===== config.mk =====
export PLATFORM = sky130hd
export DESIGN_NAME = ssh_host_port
export DESIGN_NICKNAME = d
export VERILOG_FILES = /design/src/pkg/ssh_pkg.sv /design/src/hdl/ssh_host_port.sv /design/src/hdl/ssh_uart_tx.sv /design/src/hdl/ssh_uart_rx.sv
export VERILOG_INCLUDE_DIRS = /design/src /design/src/pkg
export SDC_FILE = /design/constraint.sdc
export NUM_CORES = 1
export LEC_CHECK = 0
export ABC_AREA = 1
export BUFFER_PORTS_ARGS = -buffer_cell sky130_fd_sc_hd__buf_4
export CAP_MARGIN = 20
export CORE_UTILIZATION = 40
export DETAILED_ROUTE_END_ITERATION = 7
export GPL_ROUTABILITY_DRIVEN = 1
export RECOVER_POWER = 50
export SLEW_MARGIN = 20
export SYNTH_ARGS = -nofsm -noshare
export SYNTH_HDL_FRONTEND = slang
export SYNTH_SLANG_ARGS = --single-unit

===== constraint.sdc =====
create_clock -name I_CLK -period 6.6 [get_ports I_CLK]
set_input_delay 0.66 -clock I_CLK [delete_from_list [all_inputs] [get_ports I_CLK]]
set_output_delay 0.66 -clock I_CLK [all_outputs]
set_load 0.005 [all_outputs]

===== src/pkg/ssh_regs.svh =====
// Purpose: Offsets, field positions, reset values and timing figures of the host port.
// Assumes: A 100 MHz system clock.
// Notes:   Included by bare name wherever the values are needed.
`ifndef SSH_REGS_SVH
`define SSH_REGS_SVH

`define SSH_CLK_HZ        100000000
`define SSH_BAUD_MAX      9600
`define SSH_MEAS_RATE_25  27
`define SSH_GAIN_REF      25

`define SSH_ADDR_CTRL     8'h00
`define SSH_ADDR_SPAN     8'h04
`define SSH_ADDR_ZRANGE   8'h08
`define SSH_ADDR_ID       8'h0c
`define SSH_ADDR_STATUS   8'h10
`define SSH_ADDR_TARE     8'h14

`define SSH_CTRL_BAUD_LO  0
`define SSH_CTRL_BAUD_HI  1
`define SSH_CTRL_FMT_LO   2
`define SSH_CTRL_FMT_HI   3
`define SSH_CTRL_CONT     4
`define SSH_CTRL_TICKET   5
`define SSH_CTRL_IDEN     6

`define SSH_CTRL_RST      8'h03
`define SSH_SPAN_RST      8'h19
`define SSH_ZRANGE_RST    24'h000064
`define SSH_ID_RST        24'h000000

`define SSH_CH_P          8'h50
`define SSH_CH_Z          8'h5a
`define SSH_CH_T          8'h54
`define SSH_CH_G          8'h47
`define SSH_CH_N          8'h4e
`define SSH_CH_C          8'h43
`define SSH_CH_I          8'h49
`define SSH_CH_L          8'h4c
`define SSH_CH_K          8'h4b
`define SSH_CH_CR         8'h0d
`define SSH_CH_LF         8'h0a
`define SSH_LAST_IDX      4'h9

`endif


===== src/pkg/ssh_pkg.sv =====
// Purpose: Types shared by the host port modules.
// Assumes: Nothing beyond the register header.
// Notes:   Encodings are written out so that register fields map directly.
package ssh_pkg;

   typedef enum logic [1:0] {
      FMT_8N1 = 2'b00,
      FMT_7O1 = 2'b01,
      FMT_7E1 = 2'b10,
      FMT_7N2 = 2'b11
   } ssh_fmt_t;

   typedef enum logic [1:0] {
      SEQ_IDLE = 2'b00,
      SEQ_CHAR = 2'b01,
      SEQ_WAIT = 2'b10
   } ssh_seq_t;

endpackage : ssh_pkg


===== src/hdl/ssh_host_port.sv =====
// Purpose: Serial host port of a weighing indicator: mode select, commands, report output.
// Assumes: Scale state inputs and keys are synchronous; keys are one-cycle pulses.
// Notes:   Reports are sent as hexadecimal digits, one line per weight value.
//
// How it works
// - Full duplex serial port at 1200, 2400, 4800 or 9600 baud.
// - Frames: 8N1, 7 odd 1 stop, 7 even 1 stop, 7N2.
// - Demand mode: transmit code demand, ticket off; output only on request.
// - In demand mode the print key also starts a transmission.
// - P sends the displayed reading unless moving or overloaded.
// - Z zeroes only when stable, in gross, within the zero range.
// - T takes a tare only when stable and gross is not negative.
// - G returns to gross only from net and when stable.
// - N goes to net only from gross, with a tare, when stable.
// - C advances to the next configured unit, wrapping around.
// - Ticket mode when the ticket setting is one: fixed-layout ticket.
// - In ticket mode the receive pin is clear-to-send; pause while low.
// - Tare and net lines appear only when a tare exists.
// - The identification line is left out when its enable is off.
// - Continuous mode: transmit code continuous, ticket off, no request needed.
// - Continuous mode sends one report at each display update that finds the sequencer idle.
// - Update rate follows span gain: 25 gives about 27 per second.
// - The front-panel zero key obeys the same conditions as Z.
`timescale 1ns/100ps
`default_nettype none
`include "ssh_regs.svh"

module ssh_host_port #(
   parameter int unsigned BIT_CYC_MAX       = `SSH_CLK_HZ / `SSH_BAUD_MAX,
   parameter int unsigned MEAS_CYC_PER_GAIN = `SSH_CLK_HZ / (`SSH_MEAS_RATE_25 * `SSH_GAIN_REF),
   parameter int unsigned NUM_UNITS         = 2
) (
   input  wire logic        I_CLK,
   input  wire logic        I_RESET_N,
   input  wire logic [7:0]  I_ADDR,
   input  wire logic [31:0] I_WDATA,
   input  wire logic        I_WR,
   input  wire logic        I_RD,
   output logic [31:0]      O_RDATA,
   input  wire logic        I_RXD,
   output logic             O_TXD,
   input  wire logic        I_MOTION,
   input  wire logic        I_OVER_POS,
   input  wire logic        I_OVER_NEG,
   input  wire logic [23:0] I_GROSS,
   input  wire logic        I_PRINT_KEY,
   input  wire logic        I_ZERO_KEY,
   output logic             O_ZERO_PULSE,
   output logic             O_NET_MODE,
   output logic             O_TARE_VALID,
   output logic [1:0]       O_UNIT,
   output logic             O_MEAS_TICK,
   output logic             O_TX_BUSY
);

   ////////////////////////////////////////////////////////////////////////////////
   // Register file.

   logic [7:0]  ctrl_q, ctrl_d;
   logic [7:0]  span_q, span_d;
   logic [23:0] zr_q,   zr_d;
   logic [23:0] id_q,   id_d;
   logic [31:0] rd_q,   rd_d;
   logic [23:0] tare_q, tare_d;
   logic        net_q,  net_d;
   logic        tv_q,   tv_d;
   logic [1:0]  unit_q, unit_d;
   ssh_pkg::ssh_seq_t st_q, st_d;

   logic ticket, cont, demand;

   assign ticket = ctrl_q[`SSH_CTRL_TICKET];
   assign cont   = !ticket && ctrl_q[`SSH_CTRL_CONT];
   assign demand = !ticket && !ctrl_q[`SSH_CTRL_CONT];

   always_comb begin
      ctrl_d = ctrl_q;
      span_d = span_q;
      zr_d   = zr_q;
      id_d   = id_q;
      rd_d   = 32'h00000000;
      if (I_WR) begin
         case (I_ADDR)
            `SSH_ADDR_CTRL:   ctrl_d = I_WDATA[7:0];
            `SSH_ADDR_SPAN:   span_d = I_WDATA[7:0];
            `SSH_ADDR_ZRANGE: zr_d   = I_WDATA[23:0];
            `SSH_ADDR_ID:     id_d   = I_WDATA[23:0];
            default:          ctrl_d = ctrl_q;
         endcase
      end
      if (I_RD) begin
         case (I_ADDR)
            `SSH_ADDR_CTRL:   rd_d = {24'h000000, ctrl_q};
            `SSH_ADDR_SPAN:   rd_d = {24'h000000, span_q};
            `SSH_ADDR_ZRANGE: rd_d = {8'h00, zr_q};
            `SSH_ADDR_ID:     rd_d = {8'h00, id_q};
            `SSH_ADDR_STATUS: rd_d = {26'h0, I_RXD, st_q != ssh_pkg::SEQ_IDLE,
                                      unit_q, tv_q, net_q};
            `SSH_ADDR_TARE:   rd_d = {8'h00, tare_q};
            default:          rd_d = 32'h00000000;
         endcase
      end
   end

   always_ff @(posedge I_CLK or negedge I_RESET_N) begin
      if (!I_RESET_N) begin
         ctrl_q <= `SSH_CTRL_RST;
         span_q <= `SSH_SPAN_RST;
         zr_q   <= `SSH_ZRANGE_RST;
         id_q   <= `SSH_ID_RST;
         rd_q   <= 32'h00000000;
      end else begin
         ctrl_q <= ctrl_d;
         span_q <= span_d;
         zr_q   <= zr_d;
         id_q   <= id_d;
         rd_q   <= rd_d;
      end
   end

   assign O_RDATA = rd_q;

   ////////////////////////////////////////////////////////////////////////////////
   // Serial port and display update timing.

   logic [19:0] bit_cyc;
   logic        rx_vld, tx_rdy, tx_go;
   logic [7:0]  rx_dat, tx_dat;
   logic [31:0] meas_q, meas_d, meas_lim;
   logic        tick_q, tick_d;
   logic [7:0]  span_eff;

   // Slower rates are the top rate divided by a power of two, so one divisor suffices.
   assign bit_cyc = 20'(BIT_CYC_MAX) << (2'd3 - ctrl_q[`SSH_CTRL_BAUD_HI:`SSH_CTRL_BAUD_LO]);

   ssh_uart_rx u_rx (
      .i_clk     (I_CLK),
      .i_reset_n (I_RESET_N),
      .i_bit_cyc (bit_cyc),
      .i_fmt     (ssh_pkg::ssh_fmt_t'(ctrl_q[`SSH_CTRL_FMT_HI:`SSH_CTRL_FMT_LO])),
      .i_rxd     (I_RXD),
      .o_valid   (rx_vld),
      .o_data    (rx_dat)
   );

   ssh_uart_tx u_tx (
      .i_clk     (I_CLK),
      .i_reset_n (I_RESET_N),
      .i_bit_cyc (bit_cyc),
      .i_fmt     (ssh_pkg::ssh_fmt_t'(ctrl_q[`SSH_CTRL_FMT_HI:`SSH_CTRL_FMT_LO])),
      .i_go      (tx_go),
      .i_data    (tx_dat),
      .o_ready   (tx_rdy),
      .o_txd     (O_TXD)
   );

   // A zero gain would stall the update clock, so it runs as a gain of one.
   assign span_eff = (span_q == 8'h00) ? 8'h01 : span_q;
   assign meas_lim = 32'(span_eff) * 32'(MEAS_CYC_PER_GAIN) - 32'h00000001;

   always_comb begin
      tick_d = 1'b0;
      meas_d = meas_q + 32'h00000001;
      if (meas_q >= meas_lim) begin
         meas_d = 32'h00000000;
         tick_d = 1'b1;
      end
   end

   always_ff @(posedge I_CLK or negedge I_RESET_N) begin
      if (!I_RESET_N) begin
         meas_q <= 32'h00000000;
         tick_q <= 1'b0;
      end else begin
         meas_q <= meas_d;
         tick_q <= tick_d;
      end
   end

   assign O_MEAS_TICK = tick_q;

   ////////////////////////////////////////////////////////////////////////////////
   // Command decoding and scale state.

   logic        stable, cmd_en, in_range, print_req, zero_ok;
   logic        zero_q, zero_d;
   logic [23:0] g_abs;

   assign stable   = !I_MOTION && !I_OVER_POS && !I_OVER_NEG;
   assign cmd_en   = rx_vld && demand;
   assign g_abs    = I_GROSS[23] ? (24'h000000 - I_GROSS) : I_GROSS;
   assign in_range = g_abs <= zr_q;
   assign zero_ok  = stable && !net_q && in_range;
   assign print_req = stable && ((cmd_en && rx_dat == `SSH_CH_P) || (I_PRINT_KEY && !cont));

   always_comb begin
      net_d  = net_q;
      tv_d   = tv_q;
      tare_d = tare_q;
      unit_d = unit_q;
      zero_d = (I_ZERO_KEY || (cmd_en && rx_dat == `SSH_CH_Z)) && zero_ok;
      if (cmd_en) begin
         case (rx_dat)
            `SSH_CH_T: begin
               if (stable && !I_GROSS[23]) begin
                  tv_d   = 1'b1;
                  tare_d = I_GROSS;
                  net_d  = 1'b1;
               end
            end
            `SSH_CH_G: if (net_q && stable) net_d = 1'b0;
            `SSH_CH_N: if (!net_q && tv_q && stable) net_d = 1'b1;
            `SSH_CH_C: unit_d = (32'(unit_q) >= NUM_UNITS - 1) ? 2'h0 : unit_q + 2'h1;
            default:   unit_d = unit_q;
         endcase
      end
   end

   always_ff @(posedge I_CLK or negedge I_RESET_N) begin
      if (!I_RESET_N) begin
         net_q  <= 1'b0;
         tv_q   <= 1'b0;
         tare_q <= 24'h000000;
         unit_q <= 2'h0;
         zero_q <= 1'b0;
      end else begin
         net_q  <= net_d;
         tv_q   <= tv_d;
         tare_q <= tare_d;
         unit_q <= unit_d;
         zero_q <= zero_d;
      end
   end

   assign O_ZERO_PULSE = zero_q;
   assign O_NET_MODE   = net_q;
   assign O_TARE_VALID = tv_q;
   assign O_UNIT       = unit_q;

   ////////////////////////////////////////////////////////////////////////////////
   // Report sequencer. Lines: 0 identification, 1 gross, 2 tare, 3 net.

   logic [1:0]  line_q, line_d;
   logic [3:0]  idx_q,  idx_d;
   logic        tkt_q,  tkt_d;
   logic        stv_q,  stv_d;
   logic [23:0] sg_q,   sg_d;
   logic [23:0] val;
   logic [3:0]  nib;
   logic [7:0]  label;

   always_comb begin
      case (line_q)
         2'h0:    begin val = id_q;          label = `SSH_CH_I; end
         2'h1:    begin val = sg_q;          label = `SSH_CH_G; end
         2'h2:    begin val = tare_q;        label = `SSH_CH_T; end
         default: begin val = sg_q - tare_q; label = `SSH_CH_N; end
      endcase
      nib = 4'(val >> {3'd6 - idx_q[2:0], 2'b00});
      case (idx_q)
         4'h0:    tx_dat = label;
         4'h7:    tx_dat = (unit_q == 2'h0) ? `SSH_CH_L : `SSH_CH_K;
         4'h8:    tx_dat = `SSH_CH_CR;
         4'h9:    tx_dat = `SSH_CH_LF;
         default: tx_dat = (nib < 4'ha) ? {4'h3, nib} : 8'(nib) + 8'h37;
      endcase
   end

   assign tx_go = (st_q == ssh_pkg::SEQ_CHAR) && tx_rdy && (!tkt_q || I_RXD);

   always_comb begin
      st_d   = st_q;
      line_d = line_q;
      idx_d  = idx_q;
      tkt_d  = tkt_q;
      stv_d  = stv_q;
      sg_d   = sg_q;
      case (st_q)
         ssh_pkg::SEQ_IDLE: begin
            if (print_req || (cont && tick_q)) begin
               st_d   = ssh_pkg::SEQ_CHAR;
               tkt_d  = ticket;
               stv_d  = tv_q;
               sg_d   = I_GROSS;
               idx_d  = 4'h0;
               if (ticket) begin
                  line_d = ctrl_q[`SSH_CTRL_IDEN] ? 2'h0 : 2'h1;
               end else begin
                  line_d = net_q ? 2'h3 : 2'h1;
               end
            end
         end
         ssh_pkg::SEQ_CHAR: begin
            if (tx_go) st_d = ssh_pkg::SEQ_WAIT;
         end
         ssh_pkg::SEQ_WAIT: begin
            if (tx_rdy) begin
               st_d  = ssh_pkg::SEQ_CHAR;
               idx_d = idx_q + 4'h1;
               if (idx_q == `SSH_LAST_IDX) begin
                  idx_d = 4'h0;
                  if (!tkt_q || line_q == 2'h3 || (line_q == 2'h1 && !stv_q)) begin
                     st_d = ssh_pkg::SEQ_IDLE;
                  end else begin
                     line_d = line_q + 2'h1;
                  end
               end
            end
         end
         default: st_d = ssh_pkg::SEQ_IDLE;
      endcase
   end

   always_ff @(posedge I_CLK or negedge I_RESET_N) begin
      if (!I_RESET_N) begin
         st_q   <= ssh_pkg::SEQ_IDLE;
         line_q <= 2'h1;
         idx_q  <= 4'h0;
         tkt_q  <= 1'b0;
         stv_q  <= 1'b0;
         sg_q   <= 24'h000000;
      end else begin
         st_q   <= st_d;
         line_q <= line_d;
         idx_q  <= idx_d;
         tkt_q  <= tkt_d;
         stv_q  <= stv_d;
         sg_q   <= sg_d;
      end
   end

   assign O_TX_BUSY = st_q != ssh_pkg::SEQ_IDLE;
endmodule : ssh_host_port

`default_nettype wire


===== src/hdl/ssh_uart_tx.sv =====
// Purpose: Serial character transmitter for the host port.
// Assumes: i_bit_cyc holds one bit time in clock cycles and stays put during a character.
// Notes:   Every format is ten bit times long, so one shifter serves them all.
`timescale 1ns/100ps
`default_nettype none

module ssh_uart_tx (
   input  wire logic             i_clk,
   input  wire logic             i_reset_n,
   input  wire logic [19:0]      i_bit_cyc,
   input  wire ssh_pkg::ssh_fmt_t i_fmt,
   input  wire logic             i_go,
   input  wire logic [7:0]       i_data,
   output logic                  o_ready,
   output logic                  o_txd
);

   logic [9:0]  sh_q,   sh_d;
   logic [3:0]  nbit_q, nbit_d;
   logic [19:0] cnt_q,  cnt_d;
   logic        busy_q, busy_d;
   logic        b8;

   always_comb begin
      case (i_fmt)
         ssh_pkg::FMT_8N1: b8 = i_data[7];
         ssh_pkg::FMT_7O1: b8 = ~(^i_data[6:0]);
         ssh_pkg::FMT_7E1: b8 = ^i_data[6:0];
         default:          b8 = 1'b1;
      endcase
      sh_d   = sh_q;
      nbit_d = nbit_q;
      cnt_d  = cnt_q;
      busy_d = busy_q;
      if (!busy_q) begin
         if (i_go) begin
            sh_d   = {1'b1, b8, i_data[6:0], 1'b0};
            nbit_d = 4'h9;
            cnt_d  = i_bit_cyc - 20'h00001;
            busy_d = 1'b1;
         end
      end else if (cnt_q == 20'h00000) begin
         sh_d = {1'b1, sh_q[9:1]};
         if (nbit_q == 4'h0) begin
            busy_d = 1'b0;
         end else begin
            nbit_d = nbit_q - 4'h1;
            cnt_d  = i_bit_cyc - 20'h00001;
         end
      end else begin
         cnt_d = cnt_q - 20'h00001;
      end
   end

   always_ff @(posedge i_clk or negedge i_reset_n) begin
      if (!i_reset_n) begin
         sh_q   <= 10'h3ff;
         nbit_q <= 4'h0;
         cnt_q  <= 20'h00000;
         busy_q <= 1'b0;
      end else begin
         sh_q   <= sh_d;
         nbit_q <= nbit_d;
         cnt_q  <= cnt_d;
         busy_q <= busy_d;
      end
   end

   assign o_ready = !busy_q;
   assign o_txd   = sh_q[0];

endmodule : ssh_uart_tx

`default_nettype wire


===== src/hdl/ssh_uart_rx.sv =====
// Purpose: Serial character receiver for the host port.
// Assumes: The line idles high and is synchronous to the clock.
// Notes:   Characters with a bad start, stop or parity bit are dropped silently.
`timescale 1ns/100ps
`default_nettype none

module ssh_uart_rx (
   input  wire logic             i_clk,
   input  wire logic             i_reset_n,
   input  wire logic [19:0]      i_bit_cyc,
   input  wire ssh_pkg::ssh_fmt_t i_fmt,
   input  wire logic             i_rxd,
   output logic                  o_valid,
   output logic [7:0]            o_data
);

   logic [8:0]  sh_q,   sh_d;
   logic [3:0]  nbit_q, nbit_d;
   logic [19:0] cnt_q,  cnt_d;
   logic        busy_q, busy_d;
   logic        vld_q,  vld_d;
   logic [7:0]  dat_q,  dat_d;
   logic        good;

   always_comb begin
      sh_d   = sh_q;
      nbit_d = nbit_q;
      cnt_d  = cnt_q;
      busy_d = busy_q;
      vld_d  = 1'b0;
      dat_d  = dat_q;
      good   = 1'b0;
      if (!busy_q) begin
         if (!i_rxd) begin
            // Half a bit time lands every later sample in mid bit.
            cnt_d  = {1'b0, i_bit_cyc[19:1]};
            nbit_d = 4'h0;
            busy_d = 1'b1;
         end
      end else if (cnt_q == 20'h00000) begin
         cnt_d = i_bit_cyc - 20'h00001;
         if (nbit_q == 4'h0) begin
            busy_d = !i_rxd;
            nbit_d = 4'h1;
         end else begin
            sh_d   = {i_rxd, sh_q[8:1]};
            nbit_d = nbit_q + 4'h1;
            if (nbit_q == 4'h9) begin
               busy_d = 1'b0;
               case (i_fmt)
                  ssh_pkg::FMT_8N1: good = i_rxd;
                  ssh_pkg::FMT_7O1: good = i_rxd && (^sh_q[8:1]);
                  ssh_pkg::FMT_7E1: good = i_rxd && !(^sh_q[8:1]);
                  default:          good = i_rxd && sh_q[8];
               endcase
               vld_d = good;
               dat_d = (i_fmt == ssh_pkg::FMT_8N1) ? sh_q[8:1] : {1'b0, sh_q[7:1]};
            end
         end
      end else begin
         cnt_d = cnt_q - 20'h00001;
      end
   end

   always_ff @(posedge i_clk or negedge i_reset_n) begin
      if (!i_reset_n) begin
         sh_q   <= 9'h000;
         nbit_q <= 4'h0;
         cnt_q  <= 20'h00000;
         busy_q <= 1'b0;
         vld_q  <= 1'b0;
         dat_q  <= 8'h00;
      end else begin
         sh_q   <= sh_d;
         nbit_q <= nbit_d;
         cnt_q  <= cnt_d;
         busy_q <= busy_d;
         vld_q  <= vld_d;
         dat_q  <= dat_d;
      end
   end

   assign o_valid = vld_q;
   assign o_data  = dat_q;

endmodule : ssh_uart_rx

`default_nettype wire


==> qor.txt, run 1 <==
status = finished, violations left
failing checks = capacitance limit, slew limit, setup timing
largest area contributor in the synthesized netlist = dfrtp_1
Critical Path Sink = meas_q[26]
RSZ-0062 raised after global routing = yes
Placed Cells = 3312
Non-Filler Instances = 3396
Clock Pin Slew Worst Setup and Hold Paths = 60 ps
top-area cell type share of the netlist area = 0.315
final count of negative-setup-slack endpoints = 13
register bit total from synthesis = 260
CP Data Arrival Time = 7100 ps
setup ws final = -20.2 ps
post-synthesis sequential area ratio = 0.339
Post-Synth Simple-Gate Area = 0.246
Tcrit/Tclk final = 1.00
Critical Path End Type = flop
largest net degree at the start of global routing = 104
VDD IR max = 0.226 mV
CTS sink cnt = 260
crit-path max cell delay = 530 ps
Slew Limit Fails = 152
initial cell density of the core = 0.404
Crit Reg-Reg Startpoint = span_q[3]
total number of vias = 17900
nets@finish = 3010
worst slew pin tran = 5160 ps
cell with the most instances after synthesis = nand2_1
DRT Wirelength = 58.7 mm
Placeable Area = 0.0476 mm²
post-synthesis compound-gate area fraction = 0.143
crit path max-delay cell type = dfstp_2
number of CTS-inserted buffers = 31
critical path launch point = span_q[3]
drt first pass iters = 5
Synth Warn # = 0
Setup Skew = 12.9 ps
max_cap viols = 2
DRT antenna net count = 0
CP Class = flop to flop
DPL Wire Length = 43.7 mm
Hold Fails Final Rpt = 0
CP Data Required Time = 7080 ps
worst path bufs/invs = 10
# IOs = 114
post-layout minimum cycle time = 6620 ps
CTS H-tree lvls = 1
Post-synth EDFFs = 0
Synth Area in XOR/XNOR = 0.0487
initial antenna violation count = 2
total gr overflow = 0
Hold Crit Class = input pin to flop
Syn Area/Cell = 7.41 µm²
row cnt = 80
layout cells sized above 1 = 0.156
Post-synth top flop = dfrtp_1
Register-to-Register Path Depth = 35
Cell Pwr Density = 194 mW/mm²
Static Leak = 11.3 nW
CP most frequent cell = inv_2
TritonCTS clock tree = yes
DRC = 0
Hold Buf Count CTS = 0
hold_ws = 327 ps
Slew headroom = -2.44
largest family of logic cells by synthesized area = simple AND/OR/NAND/NOR gates
Detailed Route Iter0 Violations = 1320
die width = 221 µm
Cells after Synth = 2598
DR WL/cell = 17.3 µm
Synth Area in Adders = 0.124
Vias/cell = 5.27
first-pass GRT wire length = 93.1 mm
Syn-to-layout area delta = 19.5%
vias in the first global route = 17400
Port Buffers = 97
CP Max Fanout = 7
overall global routing resource usage = 0.236
Die ar. = 0.0490 mm²
Mapped Area = 0.0192 mm²
FMAX = 151 MHz
top post-synthesis cells by area = dfrtp_1, nand2_1, ha_1
global placer's final weighted congestion = 0.944
Cells on Worst Hold Path = 2
cell family with most CP delay = adder cells
Stages on worst setup path = 35
mux cell area share after synthesis = 0.00163
clock latency at the later pin of the worst-skew pair = 610 ps
FF-to-FF End = meas_q[26]
Netlist cell types = 66
asr flop ratio synth = 1.00
Clock Path Buffers = 3
clock root buffer = clkbuf_16
Worst Setup Start Kind = flop
most frequent cells after synthesis = nand2_1, inv_1, dfrtp_1
Vert. Die Dim = 221 µm
worst reg2reg setup slack = -20 ps
-- worst min-delay path by stage --
stage,start,endpoint
global route,I_RXD,u_rx.busy_q
global placement,u_tx.sh_q[4],u_tx.sh_q[4]
finish,I_RXD,u_rx.busy_q
detailed placement,u_tx.sh_q[6],u_tx.sh_q[6]
CTS,I_RESET_N,O_RDATA[0]
floorplan,I_RESET_N,O_MEAS_TICK
-- sequential cells by signal, summed over array words and instances, names as in the netlist, 4 cells and up --
register / count
u_tx.nbit_q: 4
u_rx.o_data: 8
meas_q: 32
u_rx.cnt_q: 20
u_rx.sh_q: 8
idx_q: 4
sg_q: 24
O_RDATA: 24
id_q: 24
span_q: 8
zr_q: 24
ctrl_q: 8
tare_q: 24
u_rx.nbit_q: 4
u_tx.cnt_q: 20
u_tx.sh_q: 9
-- logic make-up after synthesis --
group                      after synthesis
other                                    1
buffers and inverters                  490
adders and majority gates              181
AOI/OAI and AO/OA                      481
muxes                                    3
DFF                                    260
and+or+nand+nor                       1075
xor gates and xnor gates               107
-- where the power goes --
part	switching, mW	internal, mW	total [mW]
Clock	0.744	1.10	1.85
Sequential	0.0868	1.68	1.76
Combinational	0.502	0.359	0.861
Total	1.33	3.14	4.47
-- final cells by class --
class / instances / area [µm²]
Fill cell: 4720 / 24700
Sequential cell: 260 / 6530
Clock buffer: 38 / 842
Timing Repair Buffer: 191 / 1500
Multi-Input combinational cell: 1855 / 11500
Tap cell: 615 / 769
Inverter: 416 / 1560
Antenna cell: 1 / 2.50
Clock inverter: 20 / 250
-- per-layer routing --
| layer | vias to the layer above | GRT usage | share of wire |
|---|---|---|---|
| li1 | 8836 | - | - |
| met1 | 8461 | 0.317 | 0.45 |
| met2 | 460 | 0.383 | 0.46 |
| met3 | 135 | 0.0347 | 0.051 |
| met4 | 2 | 0.0893 | 0.038 |
| met5 | - | 0 | 0.00022 |
-- cells in the final DEF (no fill, tap or decap), types with 7 or more instances in the layout --
cell        Yosys  final
nand2_1       605    594
inv_1         399    387
dfrtp_1       242    242
o21ai_0       205    203
nor2_1        171    152
ha_1          166    152
buf_4           8    148
a21oi_1       141    132
nand3_1       136    129
xor2_1         84     76
nand4_1        34     34
nor3_1         44     32
clkbuf_16       0     32
o211ai_1       25     25
clkbuf_4        0     25
inv_2          12     24
nand2_2        11     22
nor2_2          9     22
xnor2_1        23     22
o221ai_1       23     22
o22ai_1        18     18
dfstp_2        18     18
nand3_2         8     15
fa_1           15     15
nor4_1         16     14
a31oi_1        13     13
nor2_4          7     13
ha_4            0     13
nor3_2          4     12
a211oi_1       13     12
a21oi_2         1     10
clkbuf_1       52      9
conb_1          1      8
clkinvlp_4      0      7
-- stage by stage --
stage	TNS (ps)	worst slack [ps]	instance area, µm²	util	power, mW
floorplan	0	27.2	19300	-	2.27
global placement	-1180	-56.1	21000	0.441	2.52
detailed placement	-5750	-209	21000	0.441	2.55
CTS	-115	-14.8	22400	0.471	4.44
global route	-9310	-304	23000	0.483	4.69
finish	-104	-20.2	23000	0.483	4.47
-- timing repair --
action	in CTS	in global routing
cloned	2	1
setup buffers	16	7
setup endpoints to repair	33	33
resized for setup	33	106
pin swaps	20	39
Power figures use the tool's default switching activity.
==> run 2, diff against run 1 <==
CORE_UTILIZATION = 57   (was 40)
PLACE_DENSITY = 0.78   (was default)
==> qor.txt, run 2 (same netlist as run 1, synthesis figures left out) <==
CP Data Required Time = 7050 ps (was 7080 ps)
Clock Pin Slew Worst Setup and Hold Paths = 60 ps (about the same)
Tcrit/Tclk final = 1.02 (was 1.00)
max_cap viols = 1 (was 2)
commonest non-fill, non-tap cells in the layout = nand2_1, inv_1, dfrtp_1 (unchanged)
TNS Setup = -2490 ps (was -104 ps)
failing checks = capacitance limit, slew limit, setup timing (unchanged)
initial cell density of the core = 0.586 (was 0.404)
total power = 4.41 mW (was 4.47 mW)
Critical Path End Type = flop (unchanged)
Hold Fails Final Rpt = 0 (unchanged)
CTS sink cnt = 260 (unchanged)
drt first pass iters = 6 (was 5)
placed cell areas = 0.0207 mm² (was 0.0210 mm²)
Placeable Area = 0.0329 mm² (was 0.0476 mm²)
Vias/cell = 5.70 (was 5.27)
P_int = 3.10 mW (was 3.14 mW)
DRT Wirelength = 56.4 mm (was 58.7 mm)
largest net degree at the start of global routing = 176 (was 104)
final count of negative-setup-slack endpoints = 32 (was 13)
vias in the first global route = 17200 (was 17400)
cell family with most CP delay = simple AND/OR/NAND/NOR gates (was adder cells)
Worst Setup Start Kind = flop (unchanged)
nets@finish = 2994 (was 3010)
DR WL/cell = 17.6 µm (was 17.3 µm)
max reg flops = 32 (unchanged)
Vert. Die Dim = 186 µm (was 221 µm)
clock root buffer = clkbuf_16 (unchanged)
Port Buffers = 97 (unchanged)
Detailed Route Iter0 Violations = 1695 (was 1320)
global placer's final weighted congestion = 0.998 (was 0.944)
Hold Crit Class = input pin to flop (unchanged)
CP most frequent cell = inv_2 (unchanged)
setup ws final = -105 ps (was -20.2 ps)
VDD IR max = 0.204 mV (was 0.226 mV)
Clock Path Buffers = 3 (unchanged)
layout cells sized above 1 = 0.149 (was 0.156)
TritonCTS clock tree = yes (unchanged)
DRC = 0 (unchanged)
clock latency at the later pin of the worst-skew pair = 590 ps (was 610 ps)
commonest non-fill, non-tap cell in the layout = nand2_1 (unchanged)
CP Class = flop to flop (unchanged)
total gr overflow = 0 (unchanged)
Net Sw Power = 1.31 mW (was 1.33 mW)
Cell Pwr Density = 195 mW/mm² (was 194 mW/mm²)
Die ar. = 0.0345 mm² (was 0.0490 mm²)
Switching Share = 0.298 (about the same)
pre-CTS WS = -144 ps (was -209 ps)
initial antenna violation count = 0 (was 2)
Syn-to-layout area delta = 17.5% (was 19.5%)
worst slew pin tran = 4780 ps (was 5160 ps)
Hold Buf Count CTS = 0 (unchanged)
Seq pwr share = 0.400 (was 0.395)
Ant. Diodes = 0 (was 1)
final core occ = 0.688 (was 0.483)
CP Max Fanout = 8 (was 7)
Static Leak = 11.3 nW (about the same)
crit path max-delay cell type = fa_1 (was dfstp_2)
Reg with most FFs = meas_q (unchanged)
total number of vias = 18300 (was 17900)
worst path bufs/invs = 8 (was 10)
crit-path max cell delay = 570 ps (was 530 ps)
# IOs = 114 (unchanged)
die width = 186 µm (was 221 µm)
combinational power share = 0.199 (was 0.193)
Slew headroom = -2.19 (was -2.44)
number of CTS-inserted buffers = 30 (was 31)
CP Data Arrival Time = 7160 ps (was 7100 ps)
Non-Filler Instances = 3205 (was 3396)
post-layout minimum cycle time = 6710 ps (was 6620 ps)
CTS H-tree lvls = 1 (unchanged)
DPL Wire Length = 40.7 mm (was 43.7 mm)
Clock power frac = 0.402 (was 0.413)
RSZ-0062 raised after global routing = yes (unchanged)
Placed Cells = 3122 (was 3312)
first-pass GRT wire length = 86.4 mm (was 93.1 mm)
FMAX = 149 MHz (was 151 MHz)
Finished Cell Area = 0.0226 mm² (was 0.0230 mm²)
Slew Limit Fails = 86 (was 152)
Setup Skew = 26.0 ps (was 12.9 ps)
row cnt = 66 (was 80)
overall global routing resource usage = 0.316 (was 0.236)
DRT antenna net count = 0 (unchanged)
hold_ws = 323 ps (was 327 ps)
status = finished, violations left (unchanged)
[run 2: layer usage]
metal / GRT usage / share of wire / vias up
met1: 0.433 / 0.42 / 8667
met4: 0.105 / 0.033 / 0
met5: 0 / 0 / -
met3: 0.0432 / 0.076 / 127
met2: 0.514 / 0.47 / 661
li1: - / - / 8800
[run 2: path summary, 6_finish.rpt]
kind                              start        endpoint  slack (ps)  depth (start not counted)
min in group asynchronous     I_RESET_N      meas_q[21]        1770                          1
min reg2reg                u_tx.sh_q[6]    u_tx.sh_q[6]         480                          2
min                               I_RXD     u_rx.busy_q         320                          2
max reg2reg                   span_q[6]      meas_q[28]        -110                         36
max                           span_q[6]      meas_q[28]        -110                         36
max in group asynchronous     I_RESET_N  u_rx.cnt_q[11]        2090                          1
[run 2: area by class of cell]
| cell class | instances | area, µm² |
|---|---|---|
| Clock inverter | 18 | 240 |
| Sequential cell | 260 | 6530 |
| Inverter | 416 | 1560 |
| Tap cell | 442 | 553 |
| Multi-Input combinational cell | 1855 | 11500 |
| Fill cell | 2697 | 10300 |
| Timing Repair Buffer | 176 | 1410 |
| Clock buffer | 38 | 811 |
[run 2: timing repair]
action | CTS | global route
setup endpoints to repair | 33 | 33
pin swaps | 9 | 47
cloned | 1 | 2
buffers inserted | 10 | 14
resized for setup | 36 | 95
[run 2: power groups by stage]
stage | sequential (mW) | clock (mW) | combinational, mW
global placement | 1.78 | 0 | 0.697
global route | 1.77 | 1.86 | 0.973
floorplan | 1.76 | 0 | 0.509
detailed placement | 1.79 | 0 | 0.728
CTS | 1.76 | 1.79 | 0.773
finish | 1.76 | 1.77 | 0.876
